`src/sadc_pkg.sv`:
```
// package: register map, field positions, reset values and carriers for the slope converter
package sadc_pkg;
	// register byte addresses (one aligned 32-bit word each)
	localparam logic [7:0] ctrl0_off     = 8'h00; // first_control_register
	localparam logic [7:0] ctrl1_off     = 8'h04; // second_control_register
	localparam logic [7:0] pwr_off       = 8'h08; // power_control_register
	localparam logic [7:0] cnt_hi_off    = 8'h0c; // ramp_counter_high
	localparam logic [7:0] cnt_lo_off    = 8'h10; // ramp_counter_low
	localparam logic [7:0] snap_hi_off   = 8'h14; // trip_snapshot_high
	localparam logic [7:0] snap_lo_off   = 8'h18; // trip_snapshot_low
	localparam logic [7:0] flags_off     = 8'h1c; // flags and enables

	// first_control_register fields
	localparam int         ctrl0_zero_bit  = 0;
	localparam int         ctrl0_hold_bit  = 1;
	localparam int         ctrl0_muxoe_bit = 2;
	localparam int         ctrl0_chan_lsb  = 4;
	localparam logic [7:0] ctrl0_rst       = 8'h02; // ramp_hold set
	localparam logic [7:0] ctrl0_mask      = 8'hf7; // bit 3 reads zero

	// second_control_register fields
	localparam int         ctrl1_dac_lsb   = 4;
	localparam logic [7:0] ctrl1_rst       = 8'h00;

	// power_control_register fields
	localparam int         pwr_conv_bit    = 0;
	localparam int         pwr_osc_bit     = 3;
	localparam int         pwr_ref_bit     = 5;
	localparam logic [7:0] pwr_rst         = 8'h3f; // bit 3 reads one, bit 6 zero
	localparam logic [7:0] pwr_mask        = 8'hbf;

	// flags register fields
	localparam int         flg_cap_bit     = 0;
	localparam int         flg_ovf_bit     = 1;
	localparam int         flg_cap_ie_bit  = 2;
	localparam int         flg_ovf_ie_bit  = 3;
	localparam int         flg_pie_bit     = 4;
	localparam int         flg_gie_bit     = 5;
	localparam logic [7:0] flags_rst       = 8'h00;

	localparam logic [15:0] cnt_rst        = 16'h0000;
	localparam logic [15:0] cnt_all_ones   = 16'hffff;

	// analog front end controls travel together
	typedef struct packed {
		logic [3:0] channel;
		logic [3:0] dac_code;
		logic       ramp_hold;
		logic       mux_out_en;
		logic       zero_en;
		logic       conv_off;
		logic       ref_off;
		logic [3:0] pin_cfg_hi;
		logic [3:0] pin_cfg_lo;
	} sadc_analog_type;

	// wishbone slave side
	typedef struct packed {
		logic        cyc;
		logic        stb;
		logic        we;
		logic [3:0]  sel;
		logic [7:0]  adr;
		logic [31:0] dat;
	} sadc_wb_req_type;
endpackage

```
`src/sadc_timer_capture.sv`:
```
// slope converter ramp counter, trip snapshot, flags and register slave
//
// Design decisions made here: register access over Wishbone and the register addresses.
`timescale 1ns/1ps

// How it works
// RULE_01: 16-bit counter increments each cycle unless held
// RULE_02: every reset clears the counter to zero
// RULE_03: software reloads counter after each conversion
// RULE_04: separate 16-bit snapshot register takes count
// RULE_05: counter and snapshot bytes readable and writable
// RULE_06: low byte before high leaves counter stopped
// RULE_07: avoid counter access during conversion
// RULE_08: comparator falling edge captures count, sets flag
// RULE_09: capture irq needs three enables set
// RULE_10: one capture per conversion cycle
// RULE_11: software clears capture flag before next cycle
// RULE_12: counter wrap to zero sets overflow flag
// RULE_13: counter keeps running after overflow
// RULE_14: overflow irq needs three enables set
// RULE_15: software clears overflow flag before next cycle
// RULE_16: sleep clock kept when disable bit clear
// RULE_17: gated converter clock freezes the counter
// RULE_18: gated clock blocks flag; wake trip captures
// RULE_19: reset leaves converter off, pins analog
// RULE_20: upper nibble selects one of 16 channels
// RULE_21: ramp hold disconnects current source
// RULE_22: preset counter to choose resolution
// RULE_23: full conversion lasts 2^N cycles
// RULE_24: ramp hold stops counter, discharges capacitor
// RULE_25: power bits 0, 5, 3 disable when set
// RULE_26: snapshot keeps value until capture or write
module sadc_timer_capture
(
	input  wire logic                     ref_clk,
	input  wire logic                     rst_b,
	input  wire sadc_pkg::sadc_wb_req_type wb_req,
	output logic [31:0]                   wb_dat_o,
	output logic                          wb_ack_o,
	input  wire logic                     comp_out,
	input  wire logic                     sleep_mode,
	output logic                          irq,
	output sadc_pkg::sadc_analog_type     analog_ctl,
	output logic                          ramp_discharge
);
	import sadc_pkg::*;

	logic [15:0] cnt_ff;
	logic [15:0] snap_ff;
	logic [7:0]  ctrl0_ff;
	logic [7:0]  ctrl1_ff;
	logic [7:0]  pwr_ff;
	logic [7:0]  flags_ff;
	logic        cnt_armed_ff;
	logic        cnt_hi_seen_ff;
	logic        cap_done_ff;
	logic        comp_s1_ff;
	logic        comp_s2_ff;
	logic        comp_prev_ff;
	logic        trip_pend_ff;
	logic        ack_ff;
	logic [31:0] rdat_ff;

	// bus decode
	wire bus_req   = wb_req.cyc & wb_req.stb & ~ack_ff;
	wire bus_wr    = bus_req & wb_req.we & wb_req.sel[0];
	wire wr_ctrl0  = bus_wr && (wb_req.adr == ctrl0_off);
	wire wr_ctrl1  = bus_wr && (wb_req.adr == ctrl1_off);
	wire wr_pwr    = bus_wr && (wb_req.adr == pwr_off);
	wire wr_cnt_hi = bus_wr && (wb_req.adr == cnt_hi_off);
	wire wr_cnt_lo = bus_wr && (wb_req.adr == cnt_lo_off);
	wire wr_snp_hi = bus_wr && (wb_req.adr == snap_hi_off);
	wire wr_snp_lo = bus_wr && (wb_req.adr == snap_lo_off);
	wire wr_flags  = bus_wr && (wb_req.adr == flags_off);
	wire [7:0] wbyte = wb_req.dat[7:0];

	// clock gating and run conditions
	wire conv_clk_on = ~sleep_mode | ~pwr_ff[pwr_osc_bit];            // [RULE_16]
	wire hold        = ctrl0_ff[ctrl0_hold_bit];
	wire cnt_run     = conv_clk_on & ~hold & cnt_armed_ff;            // [RULE_01] [RULE_17] [RULE_24]
	wire wrap        = cnt_run && (cnt_ff == cnt_all_ones);           // [RULE_12] [RULE_23]

	// comparator trip, caught while the clock is gated and served on wake
	wire comp_fall   = comp_prev_ff & ~comp_s2_ff;                    // [RULE_08]
	wire trip_seen   = comp_fall | trip_pend_ff;
	wire capture     = trip_seen & conv_clk_on & ~hold & ~cap_done_ff; // [RULE_10] [RULE_18]

	// read mux
	logic [7:0] rsel;
	always_comb
	begin
		rsel = 8'h00;
		if (wb_req.adr == ctrl0_off)
			rsel = ctrl0_ff & ctrl0_mask;
		else if (wb_req.adr == ctrl1_off)
			rsel = ctrl1_ff;
		else if (wb_req.adr == pwr_off)
			rsel = pwr_ff & pwr_mask;
		else if (wb_req.adr == cnt_hi_off)
			rsel = cnt_ff[15:8];                                     // [RULE_05]
		else if (wb_req.adr == cnt_lo_off)
			rsel = cnt_ff[7:0];
		else if (wb_req.adr == snap_hi_off)
			rsel = snap_ff[15:8];
		else if (wb_req.adr == snap_lo_off)
			rsel = snap_ff[7:0];
		else if (wb_req.adr == flags_off)
			rsel = flags_ff;
	end

	// comparator synchroniser and edge history
	always_ff @(posedge ref_clk or negedge rst_b)
	begin
		if (!rst_b)
		begin
			comp_s1_ff   <= 1'b0;
			comp_s2_ff   <= 1'b0;
			comp_prev_ff <= 1'b0;
		end
		else
		begin
			comp_s1_ff   <= comp_out;
			comp_s2_ff   <= comp_s1_ff;
			comp_prev_ff <= comp_s2_ff;
		end
	end

	// ramp counter with byte writes
	logic [15:0] nxt_cnt;
	logic        nxt_armed;
	logic        nxt_hi_seen;
	always_comb
	begin
		nxt_cnt     = cnt_run ? 16'(cnt_ff + 16'h0001) : cnt_ff;    // [RULE_01] [RULE_13]
		nxt_armed   = cnt_armed_ff;
		nxt_hi_seen = cnt_hi_seen_ff;
		if (wr_cnt_hi)
		begin
			nxt_cnt[15:8] = wbyte;
			nxt_armed     = 1'b0;                                    // wait for low byte
			nxt_hi_seen   = 1'b1;
		end
		else if (wr_cnt_lo)
		begin
			nxt_cnt[7:0] = wbyte;
			nxt_armed    = cnt_hi_seen_ff;                           // [RULE_06]
			nxt_hi_seen  = 1'b0;                                     // a pair is used up
		end
	end

	always_ff @(posedge ref_clk or negedge rst_b)
	begin
		if (!rst_b)
		begin
			cnt_ff         <= cnt_rst;                               // [RULE_02]
			cnt_armed_ff   <= 1'b1;
			cnt_hi_seen_ff <= 1'b0;
		end
		else
		begin
			cnt_ff         <= nxt_cnt;
			cnt_armed_ff   <= nxt_armed;
			cnt_hi_seen_ff <= nxt_hi_seen;
		end
	end

	// snapshot register: capture beats a same-cycle write
	logic [15:0] nxt_snap;
	always_comb
	begin
		nxt_snap = snap_ff;                                          // [RULE_26]
		if (wr_snp_hi)
			nxt_snap[15:8] = wbyte;
		if (wr_snp_lo)
			nxt_snap[7:0] = wbyte;
		if (capture)
			nxt_snap = cnt_ff;                                       // [RULE_04] [RULE_08]
	end

	always_ff @(posedge ref_clk or negedge rst_b)
	begin
		if (!rst_b)
			snap_ff <= cnt_rst;
		else
			snap_ff <= nxt_snap;
	end

	// flags: hardware set wins over software clear
	logic [7:0] nxt_flags;
	always_comb
	begin
		nxt_flags = wr_flags ? wbyte : flags_ff;
		if (capture)
			nxt_flags[flg_cap_bit] = 1'b1;                           // [RULE_08]
		if (wrap)
			nxt_flags[flg_ovf_bit] = 1'b1;                           // [RULE_12]
	end

	// one capture per conversion; hold (discharge) ends the cycle
	always_ff @(posedge ref_clk or negedge rst_b)
	begin
		if (!rst_b)
		begin
			flags_ff     <= flags_rst;
			cap_done_ff  <= 1'b0;
			trip_pend_ff <= 1'b0;
		end
		else
		begin
			flags_ff     <= nxt_flags;
			cap_done_ff  <= hold ? 1'b0 : (cap_done_ff | capture);   // [RULE_10]
			trip_pend_ff <= trip_seen & ~capture & ~hold;            // [RULE_18]
		end
	end

	// control registers
	always_ff @(posedge ref_clk or negedge rst_b)
	begin
		if (!rst_b)
		begin
			ctrl0_ff <= ctrl0_rst;                                   // [RULE_19] [RULE_24]
			ctrl1_ff <= ctrl1_rst;                                   // [RULE_19]
			pwr_ff   <= pwr_rst;                                     // [RULE_19] [RULE_25]
		end
		else
		begin
			if (wr_ctrl0)
				ctrl0_ff <= wbyte & ctrl0_mask;
			if (wr_ctrl1)
				ctrl1_ff <= wbyte;
			if (wr_pwr)
				pwr_ff <= wbyte & pwr_mask;
		end
	end

	// wishbone answer, one cycle after the request
	always_ff @(posedge ref_clk or negedge rst_b)
	begin
		if (!rst_b)
		begin
			ack_ff  <= 1'b0;
			rdat_ff <= 32'h0000_0000;
		end
		else
		begin
			ack_ff  <= bus_req;
			rdat_ff <= bus_req ? {24'h00_0000, rsel} : 32'h0000_0000;
		end
	end

	assign wb_ack_o = ack_ff;
	assign wb_dat_o = rdat_ff;

	// interrupt request, gated by the three enables
	wire en_all  = flags_ff[flg_pie_bit] & flags_ff[flg_gie_bit];
	wire cap_irq = flags_ff[flg_cap_bit] & flags_ff[flg_cap_ie_bit] & en_all; // [RULE_09]
	wire ovf_irq = flags_ff[flg_ovf_bit] & flags_ff[flg_ovf_ie_bit] & en_all; // [RULE_14]
	assign irq   = cap_irq | ovf_irq;

	// analog front end controls
	assign analog_ctl.channel    = ctrl0_ff[ctrl0_chan_lsb +: 4];              // [RULE_20]
	assign analog_ctl.dac_code   = hold ? 4'h0 : ctrl1_ff[ctrl1_dac_lsb +: 4]; // [RULE_21]
	assign analog_ctl.ramp_hold  = hold;
	assign analog_ctl.mux_out_en = ctrl0_ff[ctrl0_muxoe_bit];
	assign analog_ctl.zero_en    = ctrl0_ff[ctrl0_zero_bit];
	assign analog_ctl.conv_off   = pwr_ff[pwr_conv_bit];                       // [RULE_25]
	assign analog_ctl.ref_off    = pwr_ff[pwr_ref_bit];
	assign analog_ctl.pin_cfg_hi = ctrl1_ff[3:0];
	assign analog_ctl.pin_cfg_lo = ctrl1_ff[3:0];
	assign ramp_discharge        = hold;                                       // [RULE_24]
endmodule

```
`config.mk`:
```
export PLATFORM = sky130hd
export DESIGN_NAME = sadc_timer_capture
export DESIGN_NICKNAME = d
export VERILOG_FILES = /design/src/sadc_pkg.sv /design/src/sadc_timer_capture.sv
export SDC_FILE = /design/constraint.sdc
export NUM_CORES = 1
export LEC_CHECK = 0
export BUFFER_PORTS_ARGS = -buffer_cell sky130_fd_sc_hd__clkbuf_2
export CORE_AREA = 2 2 98 100
export CTS_CLUSTER_SIZE = 25
export DETAILED_ROUTE_END_ITERATION = 8
export DIE_AREA = 0 0 100 102
export PLACE_DENSITY = 0.71
export SKIP_CTS_REPAIR_TIMING = 1
export SLEW_MARGIN = 5
export SYNTH_ARGS = -nofsm -noshare
export SYNTH_HDL_FRONTEND = slang
export SYNTH_SLANG_ARGS = --single-unit
```
`constraint.sdc`:
```
create_clock -name ref_clk -period 1.73 [get_ports ref_clk]
set_input_delay 0.346 -clock ref_clk [delete_from_list [all_inputs] [get_ports ref_clk]]
set_output_delay 0.346 -clock ref_clk [all_outputs]
set_load 0.02 [all_outputs]
```
==> impl_metrics.sql, run 1 <==
INSERT INTO impl_metrics (metric_group, metric, value, unit) VALUES
('critical_path', 'timing.critical_path.arrival', '1330', 'ps'),
('global_routing', 'grt_antenna_before_repair', '0', ''),
('global_routing', 'globalRouteMet3Util', '3.899', '%'),
('sta', 'fin_crit_sh', '96.99', '%'),
('power', 'p_comb_share', '8.5', '%'),
('cells_and_area', 'nFillCells', '789', ''),
('global_routing', 'grtUsageTotal', '22.39', '%'),
('sta', 'slew_viol_final', '0', ''),
('global_routing', 'grt_most_used_layer', 'met2', ''),
('power', 'power_leakage', '2.604', 'nW'),
('cells_and_area', 'finish.utilization', '57.95', '%'),
('sta', 'rsz0062_at_grt', 'no', ''),
('critical_path', 'reg2reg_setup_slack', '90', 'ps'),
('logic_synthesis', 'synth.most_common_cell', 'sky130_fd_sc_hd__dfrtp_1', ''),
('global_routing', 'grt_overflow', '0', ''),
('run_status', 'outcome', 'complete, no violations', ''),
('logic_synthesis', 'post_synth_main_area_contributors', 'sky130_fd_sc_hd__dfrtp_1 (41%), sky130_fd_sc_hd__mux2_2 (6.9%), sky130_fd_sc_hd__buf_4 (6.3%)', ''),
('critical_path', 'crit_start_category', 'flop', ''),
('sta', 'final-setup-viol-count', '0', ''),
('floorplanning', 'num_rows', '35', ''),
('power', 'share_seq_of_total_power', '48.1', '%'),
('routing', 'detailedRoute.firstPassIterationCount', '5', ''),
('floorplanning', 'floorplan.initialDensity', '46.81', '%'),
('routing', 'routed_wire_length_per_instance', '17.35', 'um'),
('global_routing', 'grt_use_met1', '28.68', '%'),
('clock_network', 'cts-root-buf', 'sky130_fd_sc_hd__clkbuf_8', ''),
('hold_path', 'worstHoldStart', 'comp_out', ''),
('cells_and_area', 'final_layout_size_suffix_gt1_share', '35.76', '%'),
('logic_synthesis', 'avgSynthCellArea', '10.25', 'um2'),
('routing', 'final_antenna_net_count', '0', ''),
('routing', 'routed_via_density', '5.416', ''),
('clock_network', 'clock-sinks', '78', ''),
('clock_network', 'clock_latency_of_the_later_clocked_register_in_the_worst_skew_pair', '360', 'ps'),
('cells_and_area', 'insertedDiodeCount', '0', ''),
('critical_path', 'cp_max_fo', '10', ''),
('sta', 'fin_crit', '1678', 'ps'),
('logic_synthesis', 'ys_warn_count', '0', ''),
('logic_synthesis', 'synth_top_area_share', '41.08', '%'),
('floorplanning', 'die_w', '100', 'um'),
('routing', 'route.final.wire_length', '11000', 'um'),
('floorplanning', 'die-height', '102', 'um'),
('critical_path', 'timing_worst_setup_path_type', 'reg -> out', ''),
('critical_path', 'r2r_cells', '6', ''),
('logic_synthesis', 'synth_common_cells', 'sky130_fd_sc_hd__dfrtp_1 (70), sky130_fd_sc_hd__nand2_1 (46), sky130_fd_sc_hd__o21ai_0 (37)', ''),
('routing', 'routed-via-count', '3434', ''),
('power', 'netSwitchingPower', '0.0009026', 'W'),
('global_routing', 'global_route.usage.met2', '37.37', '%'),
('global_routing', 'first_global_vias', '3449', ''),
('logic_synthesis', 'count_of_flip_flops_with_a_built_in_enable_after_synthesis', '0', ''),
('hold_path', 'min_to', 'comp_s1_ff$_DFF_PN0_', ''),
('routing', 'drt_iter0_markers', '181', ''),
('logic_synthesis', 'postSynth.topFlopCell', 'sky130_fd_sc_hd__dfrtp_1', ''),
('clock_network', 'cts_tree', 'built', ''),
('logic_synthesis', 'post_synth_instance_area', '4264', 'um2'),
('logic_synthesis', 'synth-seq-area-share', '46.01', '%'),
('cells_and_area', 'post-route-cell-area', '5279', 'um2'),
('routing', 'drcViolationCount', '0', ''),
('clock_network', 'clock_transition_at_the_register_clock_pins_on_the_worst_setup_and_hold_paths_after_cts', '90', 'ps'),
('power', 'ir_drop', '0.0004420', 'V'),
('critical_path', 'worst_r2r_startpoint', 'wb_ack_o$_DFF_PN0_', ''),
('logic_synthesis', 'syn_inst', '416', ''),
('critical_path', 'rr_endpoint', 'flags_ff[6]$_DFFE_PN0P_', ''),
('clock_network', 'ctsLongestPathBuffers', '2', ''),
('sta', 'timing.fmax', '0.5960', 'GHz'),
('power', 'cellPowerDensity', '730.2', 'nW/um2'),
('sta', 'clock_skew', '15.15', 'ps'),
('cells_and_area', 'layout-area-overhead-vs-synth', '23.80', '%'),
('global_routing', 'grt_first_pass_wirelength', '17370', 'um'),
('logic_synthesis', 'yosysUniqueCellTypes', '46', ''),
('logic_synthesis', 'synth-seq-cells', '78', ''),
('power', 'switching_share', '23.41', '%');
## registers in the layout, indices dropped and copies added (netlist names)
name and flops:
cap_done_ff 1, cnt_armed_ff 1, cnt_ff 16, cnt_hi_seen_ff 1, comp_prev_ff 1, comp_s1_ff 1, comp_s2_ff 1, ctrl0_ff 7
ctrl1_ff 8, flags_ff 8, pwr_ff 7, snap_ff 16, trip_pend_ff 1, wb_ack_o 1, wb_dat_o 8
## how the worst max path moves through the flow
stage	start	end	slack, ps
5_1_grt	wb_req[37]	wb_dat_o[4]$_DFF_PN0_	4
4_1_cts	ctrl0_ff[1]$_DFFE_PN1P_	analog_ctl[16]	40
3_3_place_gp	wb_req[37]	wb_dat_o[2]$_DFF_PN0_	-190
6_report	ctrl0_ff[1]$_DFFE_PN1P_	analog_ctl[16]	50
3_5_place_dp	wb_req[37]	wb_dat_o[4]$_DFF_PN0_	-300
2_1_floorplan	wb_ack_o$_DFF_PN0_	flags_ff[2]$_DFFE_PN0P_	-50
## power by group through the flow
stage	clock [W]	combinational, W	sequential [W]
final	0.00167	0.000329	0.00185
after global routing	0.00176	0.000360	0.00186
after CTS	0.00169	0.000328	0.00185
after detailed placement	0	0.000328	0.00189
after global placement	0	0.000320	0.00189
after floorplan	0	0.000191	0.00189
## worst max-delay path, cell delays in order (launching register included)
cell and delay (ps):
sky130_fd_sc_hd__dfstp_2 550, sky130_fd_sc_hd__buf_4 200, sky130_fd_sc_hd__nor2b_1 60, sky130_fd_sc_hd__clkbuf_2 150
## cell usage in the layout (no fill, tap or decap), types with 3 or more instances in the layout
cell type	count
sky130_fd_sc_hd__o22ai_1	4
sky130_fd_sc_hd__xnor2_1	13
sky130_fd_sc_hd__nand2_1	46
sky130_fd_sc_hd__buf_12	5
sky130_fd_sc_hd__mux2i_1	27
sky130_fd_sc_hd__mux4_2	3
sky130_fd_sc_hd__o32ai_1	3
sky130_fd_sc_hd__o21ai_0	36
sky130_fd_sc_hd__clkbuf_2	54
sky130_fd_sc_hd__conb_1	24
sky130_fd_sc_hd__dfrtp_1	70
sky130_fd_sc_hd__buf_4	56
sky130_fd_sc_hd__bufinv_16	3
sky130_fd_sc_hd__or3_1	3
sky130_fd_sc_hd__nor2_1	23
sky130_fd_sc_hd__nor2b_1	9
sky130_fd_sc_hd__nand2b_1	4
sky130_fd_sc_hd__nor3_1	8
sky130_fd_sc_hd__inv_1	9
sky130_fd_sc_hd__a22oi_1	5
sky130_fd_sc_hd__and3_1	4
sky130_fd_sc_hd__nand3_1	12
sky130_fd_sc_hd__mux2_2	26
sky130_fd_sc_hd__dfstp_2	8
sky130_fd_sc_hd__a21oi_1	15
sky130_fd_sc_hd__clkbuf_8	10
sky130_fd_sc_hd__nand3_4	5
## layout make-up
class                   count  area (um2)  share of cell area, %
repair buffers            117       825.8                  15.64
flip-flops and latches     78        1962                  37.17
inverters                  10       37.54                 0.7111
clock inverters             4       95.09                  1.801
clock buffers              12       145.1                  2.749
well taps                 111       138.9                  2.631
multi-input cells         302        2074                  39.30
## layer usage
metal	share of wire (%)	up-vias
li1	-	1612
met1	42	1657
met2	50	137
met3	5.2	28
met4	3.4	0
met5	0	-
## cell families (layout without fill, tap and decap cells)
kind of cell,count (synthesis),in the layout,synth area share (%)
AND/OR/NAND/NOR,131,131,16.29
adder cells (fa/ha/maj),1,1,0.2934
multiplexers,56,56,14.79
other,1,24,0.08794
XOR/XNOR,15,15,3.081
AO/OA/AOI/OAI,75,75,10.45
buffers and inverters,59,143,9.008
flip-flops,78,78,46.01
## through the flow
| step | setup WS, ps | TNS [ps] | total power (W) | hold WS [ps] |
|---|---|---|---|---|
| final | 52.01 | 0 | 0.003855 | 82.23 |
| after global routing | 3.546 | 0 | 0.003975 | 75.51 |
| after CTS | 42.47 | 0 | 0.003874 | -232.4 |
| after detailed placement | -295.5 | -9306 | 0.002216 | 163.9 |
| after global placement | -193.5 | -7735 | 0.002207 | 159.6 |
| after floorplan | -47.22 | -501.2 | 0.002082 | 50.41 |
Note: power is estimated with default switching activity, not from simulation.
==> inputs of run 2 (changes only) <==
--- a/config.mk
+++ b/config.mk
@@ -6,11 +6,12 @@
 export NUM_CORES = 1
 export LEC_CHECK = 0
 export BUFFER_PORTS_ARGS = -buffer_cell sky130_fd_sc_hd__clkbuf_2
-export CORE_AREA = 2 2 98 100
+export CORE_AREA = 2 2 112 87
 export CTS_CLUSTER_SIZE = 25
 export DETAILED_ROUTE_END_ITERATION = 8
-export DIE_AREA = 0 0 100 102
-export PLACE_DENSITY = 0.71
+export DIE_AREA = 0 0 114 89
+export PLACE_DENSITY = 0.72
+export RECOVER_POWER = 100
 export SKIP_CTS_REPAIR_TIMING = 1
 export SLEW_MARGIN = 5
 export SYNTH_ARGS = -nofsm -noshare
==> run 2 against run 1 <==
  * Non-clock buffer count is 8 lower
  * Die area down 0.53%
  * Critical path depth up 4
  * Combinational power is 4% higher
  * Critical path type is now reg -> reg
  * Worst setup slack worse by 18 ps
  * Final cell count shrank 1.1%
  * Clock skew fell by 9.9 ps
==> impl_metrics.sql, run 2 (synthesis gave the netlist of run 1 again) <==
INSERT INTO impl_metrics (metric_group, metric, value, unit) VALUES
('global_routing', 'grtUsageTotal', '23.61', '%'),
('placed_design', 'placed_wire_length_estimate', '8633', 'um'),
('clock_network', 'ctsLongestPathBuffers', '2', ''),
('routing', 'drcViolationCount', '0', ''),
('global_routing', 'grt_overflow', '0', ''),
('floorplanning', 'pin_count', '107', ''),
('sta', 'timing_worst_slew_pin_value', '719.3', 'ps'),
('routing', 'detailedRoute.firstPassIterationCount', '5', ''),
('sta', 'timing.fmax', '0.5896', 'GHz'),
('clock_network', 'clock-sinks', '78', ''),
('sta', 'final-hold-violation-count', '0', ''),
('clock_network', 'clock_latency_of_the_later_clocked_register_in_the_worst_skew_pair', '340', 'ps'),
('floorplanning', 'overall_die_area', '10150', 'um2'),
('cells_and_area', 'final_layout_size_suffix_gt1_share', '35.15', '%'),
('sta', 'final-setup-viol-count', '0', ''),
('clock_network', 'cts_tree', 'built', ''),
('cells_and_area', 'layout_common_cells', 'sky130_fd_sc_hd__dfrtp_1 (70), sky130_fd_sc_hd__clkbuf_2 (55), sky130_fd_sc_hd__buf_4 (48)', ''),
('placed_design', 'gp_congestion', '0.9146', ''),
('sta', 'slew_viol_final', '0', ''),
('hold_path', 'hold_path_cells', '1', ''),
('cells_and_area', 'layout-area-overhead-vs-synth', '23.30', '%'),
('routing', 'routed_wire_length_per_instance', '18.25', 'um'),
('sta', 'fin_crit_sh', '98.03', '%'),
('clock_network', 'cts-htree-levels', '3', ''),
('sta', 'fin_tns_setup', '0', 'ps'),
('critical_path', 'timing_worst_setup_path_type', 'reg -> reg', ''),
('run', 'max-cap-violations', '0', ''),
('floorplanning', 'core_area', '8934', 'um2'),
('routing', 'drt_iter0_markers', '295', ''),
('sta', 'slew_headroom', '52.05', '%'),
('floorplanning', 'num_rows', '30', ''),
('sta', 'fin_crit', '1696', 'ps'),
('hold_path', 'min_to', 'comp_s1_ff$_DFF_PN0_', ''),
('power', 'ir_drop', '0.0006537', 'V'),
('sta', 'clock_skew', '5.215', 'ps'),
('cells_and_area', 'nFillCells', '773', ''),
('placed_design', 'dpl_worst_slack', '-258.5', 'ps'),
('routing', 'route.final.wire_length', '11440', 'um'),
('clock_network', 'clock_transition_at_the_register_clock_pins_on_the_worst_setup_and_hold_paths_after_cts', '60', 'ps'),
('critical_path', 'cp_max_fo', '4', ''),
('cells_and_area', 'layout.nets', '562', ''),
('power', 'fin_total_pwr', '0.004090', 'W'),
('critical_path', 'reg2reg_setup_slack', '30', 'ps'),
('critical_path', 'endpoint_kind', 'flop', ''),
('cells_and_area', 'fin_cells', '627', ''),
('floorplanning', 'die_w', '114', 'um'),
('critical_path', 'rr_endpoint', 'cnt_ff[11]$_DFFE_PN0P_', ''),
('power', 'cellPowerDensity', '777.9', 'nW/um2'),
('hold_path', 'worstHoldStart', 'comp_out', ''),
('routing', 'routed_via_density', '5.604', ''),
('critical_path', 'crit_start_category', 'flop', ''),
('clock_network', 'cts-root-buf', 'sky130_fd_sc_hd__clkbuf_16', ''),
('hold_path', 'hold_class', 'in -> reg', ''),
('global_routing', 'grt_start_max_net_pins', '39', ''),
('critical_path', 'worst_r2r_startpoint', 'wb_ack_o$_DFF_PN0_', ''),
('clock_network', 'cts_buffer_count', '9', ''),
('cells_and_area', 'largestRegisters', 'cnt_ff (16), snap_ff (16)', ''),
('placed_design', 'placed_cells_incl_taps', '610', ''),
('sta', 'postLayoutSetupSlackWorst', '34.04', 'ps'),
('floorplanning', 'floorplan.initialDensity', '47.73', '%'),
('run_status', 'outcome', 'complete, no violations', ''),
('cells_and_area', 'mostFrequentLayoutCell', 'sky130_fd_sc_hd__dfrtp_1', ''),
('critical_path', 'r2r_cells', '7', ''),
('critical_path', 'timing.critical_path.arrival', '1910', 'ps'),
('floorplanning', 'die-height', '89', 'um'),
('global_routing', 'first_global_vias', '3351', ''),
('power', 'power_leakage', '2.541', 'nW'),
('cells_and_area', 'insertedDiodeCount', '0', ''),
('critical_path', 'worst-endpoint-required', '1940', 'ps'),
('global_routing', 'grt_antenna_before_repair', '0', ''),
('routing', 'routed-via-count', '3514', ''),
('placed_design', 'port_buffers', '55', ''),
('global_routing', 'grt_first_pass_wirelength', '17900', 'um'),
('routing', 'final_antenna_net_count', '0', '');
## run 2: cell types whose count changed in the layout (fill, tap and decap cells not counted), moves of 2 or more
cell                         change
sky130_fd_sc_hd__buf_4           -8
sky130_fd_sc_hd__nor2_2          -2
sky130_fd_sc_hd__nor4_4          -2
sky130_fd_sc_hd__nor4_2          +2
sky130_fd_sc_hd__bufinv_16       -2
sky130_fd_sc_hd__clkbuf_16       +8
sky130_fd_sc_hd__clkinvlp_4      +2
sky130_fd_sc_hd__clkbuf_8        -9
## run 2: routing by layer
metal / wire length (um) / global-route usage (%) / share of wire (%)
met1: 5258 / 33.90 / 46
met2: 5223 / 35.23 / 46
met3: 804 / 6.847 / 7.0
met4: 155 / 6.319 / 1.4
met5: 0 / 0 / 0
## run 2: how the worst max path moves through the flow
stage	to	cells past startpoint	slack, ps	from
after global routing	snap_ff[8]$_DFFE_PN0P_	7	-7	wb_ack_o$_DFF_PN0_
after floorplan	flags_ff[2]$_DFFE_PN0P_	6	-50	wb_ack_o$_DFF_PN0_
final	cnt_ff[11]$_DFFE_PN0P_	7	30	wb_ack_o$_DFF_PN0_
after detailed placement	flags_ff[7]$_DFFE_PN0P_	5	-260	wb_req[37]
after CTS	flags_ff[7]$_DFFE_PN0P_	5	-30	wb_ack_o$_DFF_PN0_
after global placement	flags_ff[3]$_DFFE_PN0P_	5	-260	wb_req[37]
## run 2: worst max-delay path, stage by stage (launching register included)
cell and delay [ps]:
sky130_fd_sc_hd__dfrtp_1 380, sky130_fd_sc_hd__nand3b_1 200, sky130_fd_sc_hd__inv_2 110, sky130_fd_sc_hd__nand3_2 110, sky130_fd_sc_hd__buf_4 170, sky130_fd_sc_hd__or3_1 420
sky130_fd_sc_hd__nor2_1 130, sky130_fd_sc_hd__a21oi_1 50
## run 2: power by group
part	switching (W)	total, W	internal, W
logic	0.000226	0.000341	0.000115
registers	0.0000129	0.00186	0.00184
clock network	0.000736	0.00189	0.00116
## run 2: layout make-up
class | instances | area, um2 | share of cell area (%)
multi-input combinational | 302 | 2079 | 39.55
timing repair buffer | 109 | 737.0 | 14.02
clock inverter | 5 | 58.81 | 1.119
clock buffer | 11 | 242.7 | 4.617
inverter | 10 | 37.54 | 0.7139
tap | 112 | 140.1 | 2.665
sequential | 78 | 1962 | 37.32
## run 2: per-stage QoR
step	hold WS, ps	utilization [%]	instance area (um2)
floorplan	50.41	-	4394
global placement	283.7	54.82	4897
detailed placement	287.5	54.82	4897
CTS	-72.99	58.19	5199
global route	98.49	58.85	5258
finish	113.8	58.85	5258
==> inputs of run 3 (changes only) <==
--- a/config.mk
+++ b/config.mk
@@ -12,6 +12,7 @@
 export DIE_AREA = 0 0 114 89
 export PLACE_DENSITY = 0.72
 export RECOVER_POWER = 100
+export SETUP_SLACK_MARGIN = 0.05
 export SKIP_CTS_REPAIR_TIMING = 1
 export SLEW_MARGIN = 5
 export SYNTH_ARGS = -nofsm -noshare
==> run 3 against run 2 <==
  * First-iteration DRC count decreased by 11%
  * Count of clock-buffer cells in the layout decreased by 1
  * Largest power group unchanged
  * Highest routed layer unchanged
  * Critical path type unchanged
  * Via count increased by 2.8%
==> impl_metrics.sql, run 3 (synthesis gave the netlist of run 1 again) <==
INSERT INTO impl_metrics (metric_group, metric, value, unit) VALUES
('routing', 'routed_wire_length_per_instance', '19.34', 'um'),
('power', 'share_seq_of_total_power', '43.5', '%'),
('power', 'fin_total_pwr', '0.004266', 'W'),
('power', 'cellPowerDensity', '783.5', 'nW/um2'),
('global_routing', 'first_global_vias', '3410', ''),
('critical_path', 'timing.critical_path.arrival', '1910', 'ps'),
('cells_and_area', 'layout-area-overhead-vs-synth', '27.70', '%'),
('sta', 'rsz0062_at_grt', 'yes', ''),
('sta', 'fin_crit', '1691', 'ps'),
('power', 'power_leakage', '2.628', 'nW'),
('floorplanning', 'die_w', '114', 'um'),
('critical_path', 'timing.critical_path.depth', '6', ''),
('critical_path', 'critical_path.cell_chain', 'nand3b_1, inv_2, and3_4, buf_12, nand3_4, mux2_4', ''),
('clock_network', 'cts_tree', 'built', ''),
('placed_design', 'gp_congestion', '0.8774', ''),
('power', 'netSwitchingPower', '0.001008', 'W'),
('hold_path', 'min_to', 'comp_s1_ff$_DFF_PN0_', ''),
('hold_path', 'hold_class', 'in -> reg', ''),
('cells_and_area', 'nFillCells', '759', ''),
('clock_network', 'ctsLongestPathBuffers', '2', ''),
('floorplanning', 'num_rows', '30', ''),
('power', 'switching_share', '23.63', '%'),
('sta', 'clock_skew', '5.308', 'ps'),
('routing', 'final_antenna_net_count', '0', ''),
('critical_path', 'cp_max_fo', '7', ''),
('floorplanning', 'core_area', '8934', 'um2'),
('global_routing', 'grt_antenna_before_repair', '0', ''),
('critical_path', 'timing_worst_setup_path_type', 'reg -> reg', ''),
('cells_and_area', 'layout_common_cells', 'sky130_fd_sc_hd__dfrtp_1 (70), sky130_fd_sc_hd__clkbuf_2 (55), sky130_fd_sc_hd__buf_4 (48)', ''),
('sta', 'final-setup-viol-count', '0', ''),
('critical_path', 'path_delay_family', 'simple AND/OR/NAND/NOR gates', ''),
('placed_design', 'port_buffers', '55', ''),
('floorplanning', 'overall_die_area', '10150', 'um2'),
('placed_design', 'placed_wire_length_estimate', '8879', 'um'),
('global_routing', 'grtUsageTotal', '24.24', '%'),
('cells_and_area', 'layout.nets', '568', ''),
('hold_path', 'worstHoldStart', 'comp_out', ''),
('critical_path', 'crit_start_category', 'flop', ''),
('sta', 'final-hold-violation-count', '0', ''),
('clock_network', 'clock_latency_of_the_later_clocked_register_in_the_worst_skew_pair', '340', 'ps'),
('cells_and_area', 'mostFrequentLayoutCell', 'sky130_fd_sc_hd__dfrtp_1', ''),
('critical_path', 'cp_max_stage_cell', 'sky130_fd_sc_hd__dfrtp_1', ''),
('critical_path', 'worst-endpoint-required', '1950', 'ps'),
('critical_path', 'reg2reg_setup_slack', '40', 'ps'),
('clock_network', 'cts-root-buf', 'sky130_fd_sc_hd__clkbuf_16', ''),
('routing', 'drt_iter0_markers', '262', ''),
('power', 'ir_drop', '0.0005422', 'V'),
('power', 'p_comb_share', '8.2', '%'),
('sta', 'fin_crit_sh', '97.76', '%'),
('floorplanning', 'die-height', '89', 'um'),
('routing', 'route.final.wire_length', '12240', 'um'),
('power', 'clk_network_pwr_share', '48.3', '%'),
('routing', 'drcViolationCount', '0', ''),
('global_routing', 'grt_first_pass_wirelength', '18440', 'um'),
('cells_and_area', 'largestRegisters', 'cnt_ff (16), snap_ff (16)', ''),
('critical_path', 'cp_bufs_invs', '2', ''),
('routing', 'routed_via_density', '5.709', ''),
('critical_path', 'r2r_cells', '6', ''),
('run', 'max-cap-violations', '0', ''),
('critical_path', 'worst_r2r_startpoint', 'wb_ack_o$_DFF_PN0_', ''),
('sta', 'timing_worst_slew_pin_value', '867.3', 'ps'),
('global_routing', 'grt_start_max_net_pins', '33', ''),
('hold_path', 'hold_path_cells', '1', ''),
('cells_and_area', 'final_layout_size_suffix_gt1_share', '38.39', '%'),
('cells_and_area', 'insertedDiodeCount', '0', ''),
('routing', 'routed-via-count', '3614', ''),
('critical_path', 'rr_endpoint', 'ctrl0_ff[6]$_DFFE_PN0P_', ''),
('global_routing', 'grt_overflow', '0', ''),
('floorplanning', 'floorplan.initialDensity', '47.73', '%'),
('sta', 'slew_viol_final', '0', ''),
('sta', 'timing.fmax', '0.5913', 'GHz'),
('floorplanning', 'pin_count', '107', ''),
('critical_path', 'max_stage_delay', '370', 'ps'),
('clock_network', 'clock-sinks', '78', ''),
('clock_network', 'cts_buffer_count', '9', ''),
('clock_network', 'clock_transition_at_the_register_clock_pins_on_the_worst_setup_and_hold_paths_after_cts', '60', 'ps'),
('sta', 'slew_headroom', '42.18', '%'),
('critical_path', 'endpoint_kind', 'flop', ''),
('clock_network', 'cts-htree-levels', '3', ''),
('sta', 'fin_tns_setup', '0', 'ps'),
('run_status', 'outcome', 'complete, no violations', ''),
('routing', 'detailedRoute.firstPassIterationCount', '5', ''),
('power', 'cellInternalPower', '0.003258', 'W');
run 3: cell count changes in the layout (fill, tap and decap cells not counted), sizes merged:
cell,previous run,this run
buf,53,58
bufinv,1,2
run 3: worst register-to-register path: cells and delay by family, from the launching register on:
family | cells | cell delay [ps]
buf+inv | 2 | 270
flops | 1 | 370
mux | 1 | 340
simple gates | 3 | 610
run 3: routing by layer:
metal / global-route usage [%] / part of all wire (%) / up-vias / wire length (um)
li1: - / - / 1618 / -
met1: 35.54 / 45 / 1807 / 5501
met2: 36.31 / 46 / 171 / 5645
met3: 5.424 / 7.7 / 18 / 941
met4: 6.984 / 1.3 / 0 / 155
met5: 0 / 0 / - / 0
run 3: power by group through the flow:
stage          logic (W)  registers (W)  clock network (W)
6_report        0.000349        0.00186            0.00206
3_3_place_gp    0.000328        0.00189                  0
3_5_place_dp    0.000335        0.00189                  0
4_1_cts         0.000337        0.00186            0.00209
5_1_grt         0.000376        0.00186            0.00216
2_1_floorplan   0.000192        0.00189                  0
run 3: how the worst max path moves through the flow:
stage,from,endpoint
global route,wb_ack_o$_DFF_PN0_,cnt_ff[1]$_DFF_PN0_
detailed placement,wb_req[37],wb_dat_o[4]$_DFF_PN0_
global placement,wb_req[37],cnt_ff[9]$_DFFE_PN0P_
finish,wb_ack_o$_DFF_PN0_,ctrl0_ff[6]$_DFFE_PN0P_
CTS,pwr_ff[3]$_DFFE_PN1P_,cnt_ff[8]$_DFFE_PN0P_
floorplan,wb_ack_o$_DFF_PN0_,flags_ff[2]$_DFFE_PN0P_
run 3: layout make-up:
cell class / instances / area, um2 / share of cell area (%)
clock buffer: 10 / 239.0 / 4.389
clock inverter: 6 / 85.08 / 1.563
inverter: 10 / 37.54 / 0.6893
multi-input combinational: 302 / 2160 / 39.66
sequential: 78 / 1962 / 36.03
tap: 112 / 140.1 / 2.574
timing repair buffer: 115 / 822.0 / 15.10
run 3: through the flow:
step	worst slack, ps	std cells	hold slack [ps]	util [%]	cell area [um2]
detailed placement	-247.7	614	316.4	55.29	4940
global placement	-258.7	614	310.9	55.29	4940
global route	-9.569	633	111.9	60.95	5445
finish	38.82	633	114.4	60.95	5445
CTS	-4.455	630	-48.22	58.92	5264
floorplan	-47.22	439	50.41	-	4398
